File: src/hdl/secchk_defs.svh
// Error codes, encodings and register map constants of the error checker.
`ifndef SECCHK_DEFS_SVH
`define SECCHK_DEFS_SVH
// Error codes as shown on the display.
`define SECCHK_E_NONE   6'h00
`define SECCHK_E_PV1    6'h01
`define SECCHK_E_PV2    6'h02
`define SECCHK_E_DEP    6'h03
`define SECCHK_E_COOL   6'h04
`define SECCHK_E_UNIT   6'h05
`define SECCHK_E_AL2    6'h06
`define SECCHK_E_DWELL  6'h07
`define SECCHK_E_FUNC   6'h0a
`define SECCHK_E_ADDR   6'h0b
`define SECCHK_E_PARAM  6'h0c
`define SECCHK_E_RO     6'h0e
`define SECCHK_E_RANGE  6'h0f
// Process value source codes.
`define SECCHK_PV_IN1   3'h0
`define SECCHK_PV_IN2   3'h1
`define SECCHK_PV_1M2   3'h2
`define SECCHK_PV_2M1   3'h3
// Setpoint source codes.
`define SECCHK_SP_LOCAL 3'h0
`define SECCHK_SP_IN1   3'h1
`define SECCHK_SP_IN2   3'h2
// Output one action.
`define SECCHK_O1_REVERSE 1'h0
`define SECCHK_O1_DIRECT  1'h1
// Output two use.
`define SECCHK_O2_AL2   2'h0
`define SECCHK_O2_COOL  2'h1
`define SECCHK_O2_OFF   2'h2
// Alarm functions.
`define SECCHK_AF_NONE  4'h0
`define SECCHK_AF_DWELL_TIMER_FUNCTION  4'h1
`define SECCHK_AF_DPH   4'h2
`define SECCHK_AF_DPL   4'h3
`define SECCHK_AF_DDH   4'h4
`define SECCHK_AF_DDL   4'h5
// Request function codes.
`define SECCHK_FN_READ  8'h03
`define SECCHK_FN_WRITE 8'h06
// Register map of the link slave.
`define SECCHK_EXIST    16'hefff
`define SECCHK_RO       16'hc000
`define SECCHK_REG_SE   4'he
`define SECCHK_REG_CE   4'hf
`define SECCHK_WR_MAX   16'h270f
`define SECCHK_ZERO16   16'h0000
`endif

File: src/hdl/secchk_pkg.sv
// Types shared by the error checker modules.
package secchk_pkg;
    typedef logic [5:0] secchk_code_t;
    typedef struct packed {
        logic [2:0]  process_value_source_sel;
        logic [2:0]  setpoint_source_sel;
        logic        first_output_cfg;
        logic [1:0]  second_output_cfg;
        logic [15:0] prop_band_a;
        logic [15:0] prop_band_b;
        logic [15:0] integral_time_a;
        logic [15:0] integral_time_b;
        logic [1:0]  input_one_unit;
        logic [1:0]  input_two_unit;
        logic [1:0]  input_one_decimal_point;
        logic [1:0]  input_two_decimal_point;
        logic [3:0]  alarm_one_function;
        logic [3:0]  alarm_two_function;
    } secchk_setup_t;
    typedef struct packed {
        logic [7:0]  func;
        logic [15:0] addr;
        logic [15:0] data;
    } secchk_req_t;
    typedef struct packed {
        secchk_code_t err;
        logic [15:0]  data;
    } secchk_rsp_t;
endpackage : secchk_pkg

File: src/hdl/secchk_req.sv
// Request checker and parameter store of the serial link slave.
`timescale 1ns/1ps
`include "secchk_defs.svh"

module secchk_req
    import secchk_pkg::*;
#(
    parameter int              NREG  = 16,
    parameter logic [NREG-1:0] EXIST = `SECCHK_EXIST,
    parameter logic [NREG-1:0] RO    = `SECCHK_RO
)
(
    // Clock and reset.
    input  wire logic         clk,
    input  wire logic         rst_n,
    // Request in.
    input  wire logic         req_valid,
    input  wire secchk_req_t  req,
    // Status words seen through the read-only registers.
    input  wire secchk_code_t status_setup,
    input  wire secchk_code_t status_comm,
    // Answer out.
    output logic              rsp_valid,
    output secchk_rsp_t       rsp
);
    localparam int AW = $clog2(NREG);
    logic [15:0]   mem      [NREG];
    logic [15:0]   next_mem [NREG];
    logic          next_rsp_valid;
    secchk_rsp_t   next_rsp;
    logic [AW-1:0] idx;
    logic          wr;
    logic          func_ok;
    logic          in_range;

    // Decode of the request fields.
    assign idx      = req.addr[AW-1:0];
    assign wr       = (req.func == `SECCHK_FN_WRITE);
    assign func_ok  = wr || (req.func == `SECCHK_FN_READ);
    assign in_range = (req.addr < 16'(NREG));

    // Check the request; the first failing check names the code.
    always_comb
    begin
        next_rsp_valid = req_valid;
        next_rsp       = rsp;
        next_mem       = mem;
        if (req_valid)
        begin
            next_rsp.data = `SECCHK_ZERO16;
            if (!func_ok)
                next_rsp.err = `SECCHK_E_FUNC; // RQ8
            else if (!in_range)
                next_rsp.err = `SECCHK_E_ADDR; // RQ9
            else if (!EXIST[idx])
                next_rsp.err = `SECCHK_E_PARAM; // RQ10
            else if (wr && RO[idx])
                next_rsp.err = `SECCHK_E_RO; // RQ11
            else if (wr && (req.data > `SECCHK_WR_MAX))
                next_rsp.err = `SECCHK_E_RANGE; // RQ13
            else
            begin
                next_rsp.err = `SECCHK_E_NONE;
                if (wr)
                    next_mem[idx] = req.data;
                else if (idx == AW'(`SECCHK_REG_SE))
                    next_rsp.data = 16'(status_setup);
                else if (idx == AW'(`SECCHK_REG_CE))
                    next_rsp.data = 16'(status_comm);
                else
                    next_rsp.data = mem[idx];
            end
        end
    end

    // Register the answer and the store.
    always_ff @(posedge clk or negedge rst_n)
    begin
        if (!rst_n)
        begin
            rsp_valid <= 1'b0;
            rsp       <= '0;
            for (int i = 0; i < NREG; i++)
                mem[i] <= `SECCHK_ZERO16;
        end
        else
        begin
            rsp_valid <= next_rsp_valid;
            rsp       <= next_rsp;
            mem       <= next_mem;
        end
    end
endmodule : secchk_req

File: src/hdl/secchk_top.sv
// Top of the setup and request error checker.
`timescale 1ns/1ps
`include "secchk_defs.svh"

// How it works
// (RQ1) Input one as both process value and setpoint source gives code 1.
// (RQ2) Input two as both process value and setpoint source gives code 2.
// (RQ3) Input difference as process value with single input setpoint gives code 3.
// (RQ4) Output two cooling with output one direct or not PID gives code 4.
// (RQ5) Unit or decimal mismatch while inputs are combined gives code 5.
// (RQ6) Output two on alarm two with no alarm function gives code 6, no drive.
// (RQ7) Dwell timer on both alarms gives code 7.
// (RQ8) Unsupported function code is rejected with code 10.
// (RQ9) Register address beyond the map is rejected with code 11.
// (RQ10) Request to a missing parameter is rejected with code 12.
// (RQ11) Write to read-only data is refused with code 14, value kept.
// (RQ12) The master should not write read-only or protected data.
// (RQ13) Write value above the register limit is refused with code 15.
// (RQ14) Latest error code stays on the output until reset or correction.
module secchk_top
    import secchk_pkg::*;
#(
    parameter int NREG = 16
)
(
    // Clock and reset.
    input  wire logic          REF_CLK,
    input  wire logic          RST_N,
    // Stored setup from the parameter store.
    input  wire secchk_setup_t SETUP,
    // Alarm two decision from the alarm logic.
    input  wire logic          ALARM_TWO_RAW,
    // Request from the serial link slave.
    input  wire logic          REQ_VALID,
    input  wire secchk_req_t   REQ,
    // Answer to the serial link slave.
    output logic               RSP_VALID,
    output secchk_rsp_t        RSP,
    // Error reporting.
    output secchk_code_t       SETUP_ERR,
    output secchk_code_t       COMM_ERR,
    output secchk_code_t       ERR_CODE,
    // Output two alarm drive.
    output logic               SECOND_OUTPUT_CFG_ALARM
);
    // Setup fault flags, one per setup error code.
    logic [7:1]   fl;
    logic         pv_diff;
    logic         sp_input;
    logic         al_diff;
    logic         pid_off;
    secchk_code_t setup_err;
    secchk_code_t next_setup_err;
    secchk_code_t comm_err;
    secchk_code_t next_comm_err;
    secchk_code_t err_code;
    secchk_code_t next_err_code;
    logic         second_output_cfg_alarm;
    logic         next_second_output_cfg_alarm;
    logic         rsp_valid;
    secchk_rsp_t  rsp;

    // True for the alarm functions that combine both inputs.
    function automatic logic is_diff_alarm(input logic [3:0] f);
        return (f == `SECCHK_AF_DPH) || (f == `SECCHK_AF_DPL) ||
               (f == `SECCHK_AF_DDH) || (f == `SECCHK_AF_DDL);
    endfunction : is_diff_alarm

    // True when a tuning term is zero, which takes the loop out of PID form.
    function automatic logic is_zero(input logic [15:0] v);
        return v == `SECCHK_ZERO16;
    endfunction : is_zero

    // Classify the setup and raise one flag per illegal combination.
    always_comb
    begin
        pv_diff  = (SETUP.process_value_source_sel == `SECCHK_PV_1M2) ||
                   (SETUP.process_value_source_sel == `SECCHK_PV_2M1);
        sp_input = (SETUP.setpoint_source_sel == `SECCHK_SP_IN1) ||
                   (SETUP.setpoint_source_sel == `SECCHK_SP_IN2);
        al_diff  = is_diff_alarm(SETUP.alarm_one_function) ||
                   is_diff_alarm(SETUP.alarm_two_function);
        pid_off  = is_zero(SETUP.prop_band_a) || is_zero(SETUP.prop_band_b) ||
                   is_zero(SETUP.integral_time_a) || is_zero(SETUP.integral_time_b);
        // Input one feeds both sides of the loop.
        fl[1] = (SETUP.process_value_source_sel == `SECCHK_PV_IN1) &&
                (SETUP.setpoint_source_sel == `SECCHK_SP_IN1); // RQ1
        // Input two feeds both sides of the loop.
        fl[2] = (SETUP.process_value_source_sel == `SECCHK_PV_IN2) &&
                (SETUP.setpoint_source_sel == `SECCHK_SP_IN2); // RQ2
        // Dependent values on process value and setpoint.
        fl[3] = pv_diff && sp_input; // RQ3
        // Cooling on output two needs reverse action and PID on output one.
        fl[4] = (SETUP.second_output_cfg == `SECCHK_O2_COOL) &&
                ((SETUP.first_output_cfg == `SECCHK_O1_DIRECT) || pid_off); // RQ4
        // Combined inputs must agree in unit and decimal point.
        fl[5] = ((SETUP.input_one_unit != SETUP.input_two_unit) ||
                 (SETUP.input_one_decimal_point != SETUP.input_two_decimal_point)) &&
                (pv_diff || sp_input || al_diff); // RQ5
        // Output two assigned to an alarm that has no function.
        fl[6] = (SETUP.second_output_cfg == `SECCHK_O2_AL2) &&
                (SETUP.alarm_two_function == `SECCHK_AF_NONE); // RQ6
        // The dwell timer serves one alarm only.
        fl[7] = (SETUP.alarm_one_function == `SECCHK_AF_DWELL_TIMER_FUNCTION) &&
                (SETUP.alarm_two_function == `SECCHK_AF_DWELL_TIMER_FUNCTION); // RQ7
    end

    // Next values: lowest setup code wins, link code kept until next answer.
    always_comb
    begin
        if (fl[1])
            next_setup_err = `SECCHK_E_PV1;
        else if (fl[2])
            next_setup_err = `SECCHK_E_PV2;
        else if (fl[3])
            next_setup_err = `SECCHK_E_DEP;
        else if (fl[4])
            next_setup_err = `SECCHK_E_COOL;
        else if (fl[5])
            next_setup_err = `SECCHK_E_UNIT;
        else if (fl[6])
            next_setup_err = `SECCHK_E_AL2;
        else if (fl[7])
            next_setup_err = `SECCHK_E_DWELL;
        else
            next_setup_err = `SECCHK_E_NONE;
        // A clean answer corrects the link fault, a faulty one replaces it.
        next_comm_err = rsp_valid ? rsp.err : comm_err; // RQ14
        // Setup faults take the display first, since they stop normal control.
        next_err_code = (setup_err != `SECCHK_E_NONE) ? setup_err : comm_err; // RQ14
        // Output two follows alarm two only when the alarm has a function.
        next_second_output_cfg_alarm = ALARM_TWO_RAW && !fl[6] &&
                          (SETUP.second_output_cfg == `SECCHK_O2_AL2); // RQ6
    end

    // Error and drive registers.
    always_ff @(posedge REF_CLK or negedge RST_N)
    begin
        if (!RST_N)
        begin
            setup_err  <= `SECCHK_E_NONE;
            comm_err   <= `SECCHK_E_NONE;
            err_code   <= `SECCHK_E_NONE;
            second_output_cfg_alarm <= 1'b0;
        end
        else
        begin
            setup_err  <= next_setup_err;
            comm_err   <= next_comm_err;
            err_code   <= next_err_code;
            second_output_cfg_alarm <= next_second_output_cfg_alarm;
        end
    end

    // Request checking and the register store sit in the link slave.
    secchk_req #(
        .NREG         (NREG)
    ) u_req (
        .clk          (REF_CLK),
        .rst_n        (RST_N),
        .req_valid    (REQ_VALID),
        .req          (REQ),
        .status_setup (setup_err),
        .status_comm  (comm_err),
        .rsp_valid    (rsp_valid),
        .rsp          (rsp)
    );

    // Outputs straight from registers.
    assign RSP_VALID  = rsp_valid;
    assign RSP        = rsp;
    assign SETUP_ERR  = setup_err;
    assign COMM_ERR   = comm_err;
    assign ERR_CODE   = err_code;
    assign SECOND_OUTPUT_CFG_ALARM = second_output_cfg_alarm;
endmodule : secchk_top

File: config.mk
export PLATFORM = sky130hd
export DESIGN_NAME = secchk_top
export DESIGN_NICKNAME = d
export VERILOG_FILES = /design/src/hdl/secchk_pkg.sv /design/src/hdl/secchk_req.sv /design/src/hdl/secchk_top.sv
export VERILOG_INCLUDE_DIRS = /design/src /design/src/hdl
export SDC_FILE = /design/constraint.sdc
export NUM_CORES = 1
export LEC_CHECK = 0
export ABC_CLOCK_PERIOD_IN_PS = 3550
export BUFFER_PORTS_ARGS = -buffer_cell sky130_fd_sc_hd__buf_2
export CAP_MARGIN = 20
export CORE_ASPECT_RATIO = 0.9
export CORE_MARGIN = 2
export CORE_UTILIZATION = 60
export DETAILED_ROUTE_END_ITERATION = 10
export HOLD_SLACK_MARGIN = 0.08
export PLACE_DENSITY = 0.83
export RECOVER_POWER = 100
export SETUP_SLACK_MARGIN = 0.5
export SYNTH_ARGS = -nofsm -noshare
export SYNTH_HDL_FRONTEND = slang
export SYNTH_HIERARCHICAL = 1
export SYNTH_SLANG_ARGS = --single-unit
File: constraint.sdc
create_clock -name REF_CLK -period 3.55 [get_ports REF_CLK]
set_input_delay 0.1775 -clock REF_CLK [delete_from_list [all_inputs] [get_ports REF_CLK]]
set_output_delay 0.1775 -clock REF_CLK [all_outputs]
set_load 0.02 [all_outputs]
Word level (Yosys, flattened, before mapping)
Memories as Yosys holds them, arrays and structs flattened.
Cells that the tools add are included.
{"block": "word_totals", "ff_bits": 298, "rom_bits": 32, "in_bits": 133, "out_inout_bits": 42, "word_cells": 123, "memories": 2}
{"block": "classes", "n_lt_le_gt_ge": 5, "eq_ne": 22, "n_mux": 29, "bitwise": 3, "reduce_logical": 39}
{"memory": "(name not given)", "words": 16, "width": 1, "read_ports": 1, "rd_clocked_by_memory_dff": 0, "wr": 0, "line": "secchk_req.sv:57", "source": "else if (wr && RO[idx])"}
{"memory": "(name not given)", "words": 16, "width": 1, "read_ports": 1, "rd_clocked_by_memory_dff": 0, "wr": 0, "line": "secchk_req.sv:55", "source": "else if (!EXIST[idx])"}
{"op": "$bwmux 256", "n": 1}
{"op": "$mux 16", "n": 11}
{"op": "$bmux 16 s4", "n": 1}
{"op": "$demux 16 s4", "n": 1}
{"op": "$logic_not 16->1", "n": 4}
{"op": "$mux 6", "n": 6}
{"op": "$mux 3", "n": 6}
{"op": "$logic_or 1x1->1", "n": 17}
{"op": "$eq 4x2->1 const B", "n": 4}
{"op": "$eq 4x3->1 const B", "n": 4}
{"op": "$gt 16x14->1 const B", "n": 1}
{"op": "$lt 16x5->1 const B", "n": 1}
{"op": "$logic_and 1x1->1", "n": 12}
{"op": "$eq 3x2->1 const B", "n": 3}
{"op": "$eq 4x1->1 const B", "n": 2}
{"op": "$eq 4x4->1 const B", "n": 2}
{"op": "$eq 8x2->1 const B", "n": 1}
{"op": "$eq 8x3->1 const B", "n": 1}
{"op": "$reduce_and 7->1", "n": 1}
{"op": "$eq 3x1->1 const B", "n": 2}
{"op": "$reduce_bool 6->1", "n": 1}
{"op": "$ge 5x5->1 const B", "n": 1}
{"op": "$lt 4x5->1 const B", "n": 1}
{"op": "$lt 5x1->1 const B", "n": 1}
{"op": "10 further kinds", "n": 13}

Longest topological paths before layout
Gate-level depths: netlist of run 1.
{"block": "logic_depth", "depth_word": 12, "depth_mapped": 8, "depth_no_buf": 5}

Hierarchy
The synthesis of run 1 kept the hierarchy.
{"mod": "secchk_req", "instances": 1, "cells_per_inst": 823, "area_each_um2": 12041.5, "seq_area_each_um2": 6631.4}
{"mod": "secchk_top", "instances": 1, "cells_per_inst": 94, "area_each_um2": 944.7, "seq_area_each_um2": 400.4}

Worst setup path before layout of run 1
Ideal clock, no wire load.
{"block": "synth_path", "path_kind": "input to register", "startpoint": "input REQ[35] (netlist bit)", "endpoint": "register u_req/mem[104] (netlist bit)", "setup_ps": 125, "arrival_ps": 2199, "t_required_ps": 3425, "setup_slack_ps": 1226, "stages": 6, "path_cell_list": "nor4b_1 > nand4b_1 > buf_2 > nor4_2 > buf_2 > mux2_2"}
{"block": "synth_via", "elab_chain_cells": 4}
{"item": "from (decl)", "line": "secchk_top.sv:35", "source": "input wire secchk_req_t REQ,"}
{"item": "$eq 8x3->1 (no source line)"}
{"item": "$logic_and 1x1->1, on equally long branches", "line": "secchk_req.sv:57, secchk_req.sv:59"}
{"item": "$not 1->1 (no source line)"}
{"item": "$reduce_and 7->1 (no source line) *"}
{"item": "to (signal, indexed assignment)", "line": "secchk_req.sv:84", "source": "mem[i] <= `SECCHK_ZERO16;"}
{"item": "to (signal assigned)", "line": "secchk_req.sv:90", "source": "mem <= next_mem;"}
{"item": "to (decl)", "line": "secchk_req.sv:27", "source": "logic [15:0] mem [NREG];"}
Every way passes the cells marked *; elsewhere a longest branch is shown, timed or not.
A chain may end at the register's enable or synchronous reset.

Final worst setup path of run 1
{"block": "layout_path", "startpoint": "input REQ[7] (netlist bit)", "endpoint": "register u_req/mem[167] (netlist bit)"}
{"block": "layout_via", "elab_chain_cells": 4}
{"item": "$gt 16x14->1 (no source line)"}
{"item": "$logic_and 1x1->1", "line": "secchk_req.sv:59", "source": "else if (wr && (req.data > `SECCHK_WR_MAX))"}
{"item": "$not 1->1 (no source line)"}
{"item": "$reduce_and 7->1 (no source line)"}
Parallel ways exist; a longest one is shown, timed or not.

==> results of run 1 <==
## registers in the layout, indices dropped and copies added, names as in the netlist
| name | flops |
|---|---|
| SETUP_ERR | 3 |
| ERR_CODE | 6 |
| u_req/rsp | 20 |
| COMM_ERR | 6 |
| u_req/mem | 244 |
| u_req/rsp_valid | 1 |
| SECOND_OUTPUT_CFG_ALARM | 1 |
## cells in the mapped netlist (15+ instances only)
master | instances | area (um2)
mux2_4 | 32 | 480
inv_1 | 21 | 78.8
dfrtp_1 | 281 | 7030
and2_1 | 17 | 106
clkbuf_1 | 71 | 267
nor4_1 | 17 | 106
o22ai_1 | 15 | 93.8
nand3_1 | 15 | 75.1
buf_2 | 15 | 75.1
mux4_2 | 56 | 1260
mux2_2 | 145 | 1630
nor2b_1 | 25 | 156
o21ai_0 | 15 | 75.1
nand2_1 | 20 | 75.1
## final timing paths
kind | startpoint | end | slack [ns]
min in group asynchronous | RST_N | u_req/mem[44] | 0.25
max reg2reg | u_req/mem[149] | u_req/rsp[5] | 1.72
min reg2reg | u_req/mem[24] | u_req/mem[24] | 0.37
max | REQ[7] | u_req/mem[167] | 0.53
min | REQ[6] | u_req/mem[86] | 0.06
max in group asynchronous | RST_N | u_req/mem[79] | 0.86
## routing by layer
metal	GRT usage, %	vias up	routed length [um]
li1	-	3626	-
met1	40.6	4315	13600
met2	44.7	311	14700
met3	5.74	66	2150
met4	7.37	0	833
met5	0	-	0
## cell families after synthesis
kind of cell	count (synthesis)
buffers and inverters	125
other	2
AOI/OAI and AO/OA	78
xor gates and xnor gates	8
muxes	255
and+or+nand+nor	168
DFF	281
## cells in the final DEF, fill, tap and decap left out, types with 5 or more instances in the layout
master         count
a21o_1             5
a21oi_1            6
a22oi_1           12
and2_0             8
and2_1             9
and3_1            10
buf_2            125
buf_4             15
clkbuf_1          54
clkbuf_16         29
clkbuf_8           6
conb_1             8
dfrtp_1          281
dlygate4sd3_1     19
inv_1             21
mux2_1            47
mux2_2           144
mux2i_1            8
mux4_2            56
nand2_1           20
nand2b_1           7
nand3_1           15
nand4_1            8
nor2_1            14
nor2b_1           25
nor4_1            23
o21ai_0           15
o22ai_1           15
xnor2_1            8
## worst max-delay path: cells and delay by family
family	cells	cell delay (ns)
multiplexers	1	0.35
AO/OA/AOI/OAI	1	0.16
buffers and inverters	4	1.27
AND/OR/NAND/NOR	2	1.47
## power breakdown
part	internal, uW	leakage (uW)	switching, uW
Clock	1910	0.000487	1210
Combinational	158	0.00278	285
Sequential	3220	0.00388	13.7
## through the flow
step                      utilization (%)  setup slack, ns  total power, uW  cell area (um2)
final                                69.5            0.534             6800            14900
after global routing                 69.5            0.384             7010            14900
after CTS                            71.0            0.877             6860            15200
after detailed placement             65.5            0.817             3730            14000
after global placement               65.5            0.876             3720            14000
after floorplan                         -             1.23             3490            13000
## final cells by class
| cell class | count | area (um2) | share of cell area, % |
|---|---|---|---|
| diodes | 1 | 2.50 | 0.0168 |
| clock buffers | 42 | 835 | 5.60 |
| clock inverters | 9 | 151 | 1.02 |
| inverters | 21 | 78.8 | 0.529 |
| multi-input cells | 517 | 5270 | 35.4 |
| flip-flops and latches | 281 | 7030 | 47.2 |
| well taps | 291 | 364 | 2.44 |
| repair buffers | 211 | 1170 | 7.85 |
## timing repair
action,in CTS,in global routing
resized for setup,0,0
hold buffers,19,0
endpoints found under the hold margin,170,0
endpoints found under the setup margin,0,0
==> metrics.csv, run 1 <==
metric,value,unit
worstPathMaxFanout,14,
first_pass_iters,5,
p_leak,0.00715,uW
synth_cells,917,
synthDistinctLibCells,59,
layout_min_cycle_time,3.02,ns
cts_max_level,1,
fin_cells,1373,
num_vias,8318,
hold_depth,2,
path_cells,"dlygate4sd3_1, clkbuf_1, nor4_1, o211ai_1, buf_4, nor4_2, buf_12, mux2_2",
maxSlewHeadroom,-30.4,%
clock_sinks,281,
grt_pass1_wl,49800,um
viasPerCell,6.06,
die_y,144,um
dp_cells,1302,
antenna_found_initial,1,
period_share,84.9,%
hold_viol_final,0,
start_kind,input port,
rows,51,
nNetsFinal,1193,
post_cts_buffers,0,
synth_area,13000,um2
dp_hpwl,19700,um
synthXorXnorAreaFrac,0.540,%
ys_seq_elements,281,
cts.clk_slew.worst_paths,0.06,ns
final-max-slew-violation-count,173,
layout-drive-gt1-share,37.5,%
start_util,60.6,%
synth_edf_count,0,
powerDensity,456,nW/um2
synth.area.mux_share,27.8,%
drt_drc_violations_left,0,
fp.coreArea,21400,um2
setup_violations,0,
skew,0.0125,ns
grt_overflow,0,
worstSkewPairLatency,0.54,ns
worstSetupPathType,input port to register,
fmax,332,MHz
dieArea,22800,um2
grt_usage,28.2,%
synthFlopType,dfrtp_1,
violations,"capacitance limit, slew limit",
cpMaxStageDelayCell,nor4_2,
place_congestion,0.888,
routed_wl,31300,um
worst-slew-pin-transition,1.96,ns
cts_tree,built,
drt_iter0_drc,717,
synth-simple-area-share,9.06,%
holdWs,0.0647,ns
synth_top_family_by_area,multiplexers,
area_growth,14.8,%
portBuffers,169,
ys_seq_area_share,54.1,%
ir_drop,0.264,mV
grt_start_max_net_pins,117,
wl_per_cell,22.8,um
min-delay-path-class,input port to register,
syn_area_per_cell,14.2,um2
root_buffer,clkbuf_16,
fillers,1501,
arrival,3.43,ns
max_stage_delay,1.09,ns
grt_pass1_vias,8683,
required,3.97,ns
maxCapViolations,4,
outcome,"finished, violations left",
async_flop_share,100,%
fin_setup_tns,0,ns
ant_nets,0,
clock_path_buffers,3,
yosys.area_share.adder,0,%
rsz0062_at_grt,false,
r2r_cells,5,
cts_made_buffers,28,
endpoint_kind,register,
die_w,159,um
ios,175,
yosys_warnings,6,
synth_compound_area_share,4.19,%
No activity file was read; power rests on OpenSTA's default activity.
==> inputs of run 2 (changes only) <==
- ABC_CLOCK_PERIOD_IN_PS: 3550 -> 2900
- CORE_UTILIZATION: 60 -> 58
- PLACE_DENSITY: 0.83 -> 0.8
- clock period: 3.55 -> 2.9 ns (I/O delays scaled with it)
==> metrics.csv, run 2 (same netlist as run 1, synthesis figures left out) <==
metric,value,unit
skew,0.00629,ns
root_buffer,clkbuf_16,
arrival,2.93,ns
cpMaxStageDelayCell,clkbuf_1,
setup_violations,0,
worstSetupPathType,input port to register,
grt_pass1_wl,50400,um
fmax,397,MHz
top_regs,"u_req/mem x244, u_req/rsp x20",
grt_overflow,0,
ant_nets,0,
ir_drop,0.437,mV
top_register,u_req/mem,
outcome,"finished, violations left",
max_stage_delay,0.66,ns
wl_per_cell,22.8,um
maxCapViolations,1,
worstPathMaxFanout,10,
antenna_cells,0,
required,3.31,ns
grt_pass1_vias,8935,
drt_iter0_drc,596,
start_util,59.5,%
layout_min_cycle_time,2.52,ns
path_delay_family,buffers and inverters,
hold_viol_final,0,
period_share,86.9,%
clock_path_buffers,3,
grt_usage,27.5,%
num_vias,8397,
cts_max_level,1,
antenna_found_initial,1,
worstSkewPairLatency,0.53,ns
die_y,146,um
maxSlewHeadroom,-22.9,%
drt_drc_violations_left,0,
layout-drive-gt1-share,38.0,%
portBuffers,169,
routed_wl,31800,um
path_cells,"dlygate4sd3_1, buf_2, nor2_1, nand4b_1, buf_4, nor4_4, clkbuf_1, mux2_2",
violations,"capacitance limit, slew limit",
rows,51,
endpoint_kind,register,
cts_made_buffers,27,
finalPower,8150,uW
grt_start_max_net_pins,74,
worst-slew-pin-transition,1.84,ns
viasPerCell,6.02,
p_leak,0.00722,uW
cts.clk_slew.worst_paths,0.06,ns
largest_reg_flops,244,
rsz0062_at_grt,false,
cts_tree,built,
final-max-slew-violation-count,72,
dieArea,23600,um2
fp.coreArea,21800,um2
clock_sinks,281,
powerDensity,540,nW/um2
fin_cells,1395,
min-delay-path-class,input port to register,
die_w,162,um
final_common_cell,dfrtp_1,
fin_setup_tns,0,ns
nNetsFinal,1217,
dp_hpwl,20500,um
layout_common_cells,"dfrtp_1, mux2_2, buf_2, mux4_2, clkbuf_1",
area_growth,16.2,%
ios,175,
dp_cells,1312,
start_kind,input port,
critPathBufInv,4,
first_pass_iters,4,
place_congestion,0.860,
[run 2: metrics by stage]
step	util [%]	hold slack, ns	setup WS (ns)	area, um2
6_report	69.1	0.0758	0.381	15100
3_5_place_dp	64.9	0.152	0.385	14200
5_1_grt	69.1	0.0733	0.320	15100
3_3_place_gp	64.9	0.152	0.389	14200
2_1_floorplan	-	-0.151	0.608	13000
4_1_cts	70.4	0.0823	0.535	15400
[run 2: routing by layer]
metal / part of all wire (%) / global-route usage [%] / up-vias
met4: 2.9 / 9.65 / 2
met2: 46 / 41.5 / 337
li1: - / - / 3655
met3: 7.6 / 6.13 / 80
met1: 43 / 40.1 / 4323
met5: 0.041 / 0 / -
[run 2: worst paths after layout]
check | from | endpoint | slack [ns] | cells past startpoint
worst max-delay path | REQ[38] | u_req/mem[169] | 0.38 | 8
worst min-delay path | REQ[11] | u_req/mem[91] | 0.08 | 2
worst max register to register | u_req/mem[133] | u_req/rsp[5] | 1.16 | 5
worst min register to register | u_req/mem[59] | u_req/mem[59] | 0.37 | 0
max in group asynchronous | RST_N | ERR_CODE[1] | 0.90 | 3
min in group asynchronous | RST_N | u_req/rsp[12] | 0.66 | 2
[run 2: where the power goes]
part | total (uW) | internal [uW] | switching, uW
sequential | 3960 | 3940 | 18.0
clock | 3620 | 2160 | 1460
combinational | 572 | 214 | 357
[run 2: area by class of cell]
cell class | instances | area (um2)
sequential | 281 | 7030
fill | 1509 | 6730
multi-input combinational | 517 | 5250
timing repair buffer | 236 | 1440
clock buffer | 40 | 795
tap | 291 | 364
clock inverter | 9 | 126
inverter | 21 | 78.8
[run 2: what timing repair did]
action,4_1_cts,5_1_grt
endpoints found under the setup margin,0,62
endpoints found under the hold margin,188,0
buffers inserted,0,6
hold buffers,28,0
gates resized for setup,0,2
==> inputs of run 3 (changes only) <==
- ABC_AREA: unset -> 1
- ABC_CLOCK_PERIOD_IN_PS: 2900 -> 2300
- CORE_UTILIZATION: 58 -> 53
- PLACE_DENSITY: 0.8 -> 0.77
- clock period: 2.9 -> 2.3 ns (I/O delays scaled with it)
==> metrics.csv, run 3 <==
metric,value,unit
die_w,174,um
p_leak,0.00876,uW
final_common_cell,nand2_1,
ant_nets,0,
drt_drc_violations_left,0,
synth.area.mux_share,0,%
fin_cells,2201,
synth_area,13800,um2
hold_end,u_req/mem[244],
root_buffer,clkbuf_16,
top_register,u_req/mem,
layout-drive-gt1-share,14.3,%
required,2.72,ns
ios,175,
min-delay-path-class,input port to register,
clock_path_buffers,3,
period_share,86.1,%
maxCapViolations,0,
antenna_found_initial,0,
routed_wl,41000,um
path_cells,"clkbuf_1, dlygate4sd3_1, nand2_1, inv_2, clkbuf_2, nand4_4, nand2_1, nand2_1",
outcome,"finished, final reports clean",
portBuffers,169,
synthTopCellsByCount,"nand2_1, dfrtp_1, nand3_1",
worstSkewPairLatency,0.55,ns
powerDensity,661,nW/um2
layout_common_cells,"nand2_1, dfrtp_1, nand3_1, buf_2, nor2_1",
worstPathMaxFanout,15,
arrival,2.40,ns
ys_seq_area_share,52.8,%
skew,0.00928,ns
grt_start_max_net_pins,80,
use_met1,41.8,%
fmax,505,MHz
gr-usage-met3,5.56,%
largest_reg_flops,253,
rows,55,
top_usage_layer,met2,
cts.clk_slew.worst_paths,0.06,ns
crit_path_frequent_cell,nand2_1,
num_vias,12500,
top_regs,"u_req/mem x253, u_req/rsp x20",
hold_viol_final,0,
yosys_warnings,6,
synth_compound_area_share,7.76,%
layout_min_cycle_time,1.98,ns
area_growth,17.5,%
ys_top_cells_by_area,"dfrtp_1, nand2_1, nand3_1, a22oi_1, nor2_1",
viasPerCell,5.67,
final-max-slew-violation-count,0,
fp.coreArea,25300,um2
fin_setup_tns,0,ns
cts_made_buffers,29,
syn_area_per_cell,8.12,um2
synthXorXnorAreaFrac,0.418,%
regArea,7260,um2
wl_per_cell,18.6,um
critPathBufInv,4,
endpoint_kind,register,
synthFlopType,dfrtp_1,
synth_cells,1694,
die_y,157,um
hold_depth,5,
grt_overflow,0,
ys_seq_elements,290,
max_stage_delay,0.61,ns
worst-slew-pin-transition,1.31,ns
grt_pass1_wl,64700,um
yosys.area.top_type,dfrtp_1,
grt_usage,29.9,%
clock_sinks,290,
post_cts_buffers,0,
worstSetupPathType,input port to register,
dp_cells,2116,
r2r_cells,6,
hp-start,REQ[18],
grt_pass1_vias,12200,
start_util,54.3,%
synthDistinctLibCells,35,
r2r-start,u_req/mem[187],
synth.top_cell.area_share,52.8,%
path_delay_family,buffers and inverters,
multi_input_area,5550,um2
nNetsFinal,1973,
place_congestion,0.841,
grtUsageMet2,48.2,%
dp_hpwl,25100,um
ir_drop,0.534,mV
final_util,63.8,%
synth_top_family_by_area,simple AND/OR/NAND/NOR gates,
rr_endpoint,u_req/rsp[11],
first_pass_iters,5,
maxSlewHeadroom,12.7,%
drt_iter0_drc,1547,
r2r_slack,0.86,ns
fillers,2173,
dieArea,27300,um2
yosys.area_share.adder,0,%
synth-simple-area-share,31.8,%
yosysMostFrequentCell,nand2_1,
synth_edf_count,0,
async_flop_share,100,%
rsz0062_at_grt,true,
cts_tree,built,
cpMaxStageDelayCell,dlygate4sd3_1,
antenna_cells,0,
start_kind,input port,
setup_violations,0,
cts_max_level,1,
## run 3: cell types whose count changed after synthesis, moves of 28 or more
cell	delta
a22oi_1	+87
clkbuf_1	+28
inv_1	+54
mux2_2	-145
mux2_4	-32
mux4_2	-56
nand2_1	+609
nand3_1	+188
nor2_1	+101
## run 3: worst max path at each step
stage | from | endpoint | slack (ns) | depth (start not counted)
2_1_floorplan | REQ[17] | u_req/mem[164] | 0.85 | 12
3_3_place_gp | REQ[7] | u_req/mem[188] | 0.15 | 13
3_5_place_dp | REQ[5] | u_req/mem[179] | 0.03 | 13
4_1_cts | SETUP[87] | SETUP_ERR[0] | 0.55 | 10
5_1_grt | REQ_VALID | u_req/mem[162] | 0.22 | 8
6_report | REQ_VALID | u_req/mem[32] | 0.32 | 8
## run 3: logic make-up after synthesis
| group | count (synthesis) |
|---|---|
| and+or+nand+nor | 1008 |
| DFF | 290 |
| buffers and inverters | 235 |
| AOI/OAI and AO/OA | 155 |
| xor gates and xnor gates | 4 |
| other | 2 |
## run 3: routing by layer
| layer | wire (um) | share of wire, % | vias up |
|---|---|---|---|
| li1 | - | - | 5752 |
| met4 | 1110 | 2.7 | 0 |
| met5 | 0 | 0 | - |
| met3 | 4030 | 9.8 | 74 |
| met2 | 19000 | 46 | 623 |
| met1 | 16800 | 41 | 6027 |
## run 3: per-stage QoR
stage          total power (uW)  area, um2  worst slack, ns  hold slack (ns)
4_1_cts                   10700      16300            0.546           0.0835
2_1_floorplan              5600      13800            0.848           -0.181
5_1_grt                   11000      16200            0.219            0.140
3_5_place_dp               6050      15000           0.0316            0.153
3_3_place_gp               6040      15000            0.146            0.154
6_report                  10700      16200            0.320            0.132
## run 3: tightest hold or removal path, stage by stage
cell,delay [ns]
buf_2,0.12
nor2_4,0.07
buf_4,0.19
nand3_1,0.09
nand2_1,0.05
## run 3: what timing repair did
| action | CTS | global route |
|---|---|---|
| endpoints found under the setup margin | 0 | 30 |
| hold buffers | 35 | 0 |
| resized for setup | 0 | 4 |
| hold endpoints to repair | 436 | 0 |
## run 3: power breakdown
part           internal [uW]  switching, uW  total, uW  leakage [uW]
registers               5130           21.2       5150       0.00389
clock network           2720           1960       4680      0.000453
logic                    261            591        852       0.00442
total                   8110           2570      10700       0.00876
## run 3: cell type report
type | count | share of cell area (%)
clock buffer | 41 | 5.14
clock inverter | 9 | 0.658
inverter | 85 | 1.97
multi-input combinational | 1175 | 34.3
sequential | 290 | 44.9
tap | 342 | 2.65
timing repair buffer | 259 | 10.4
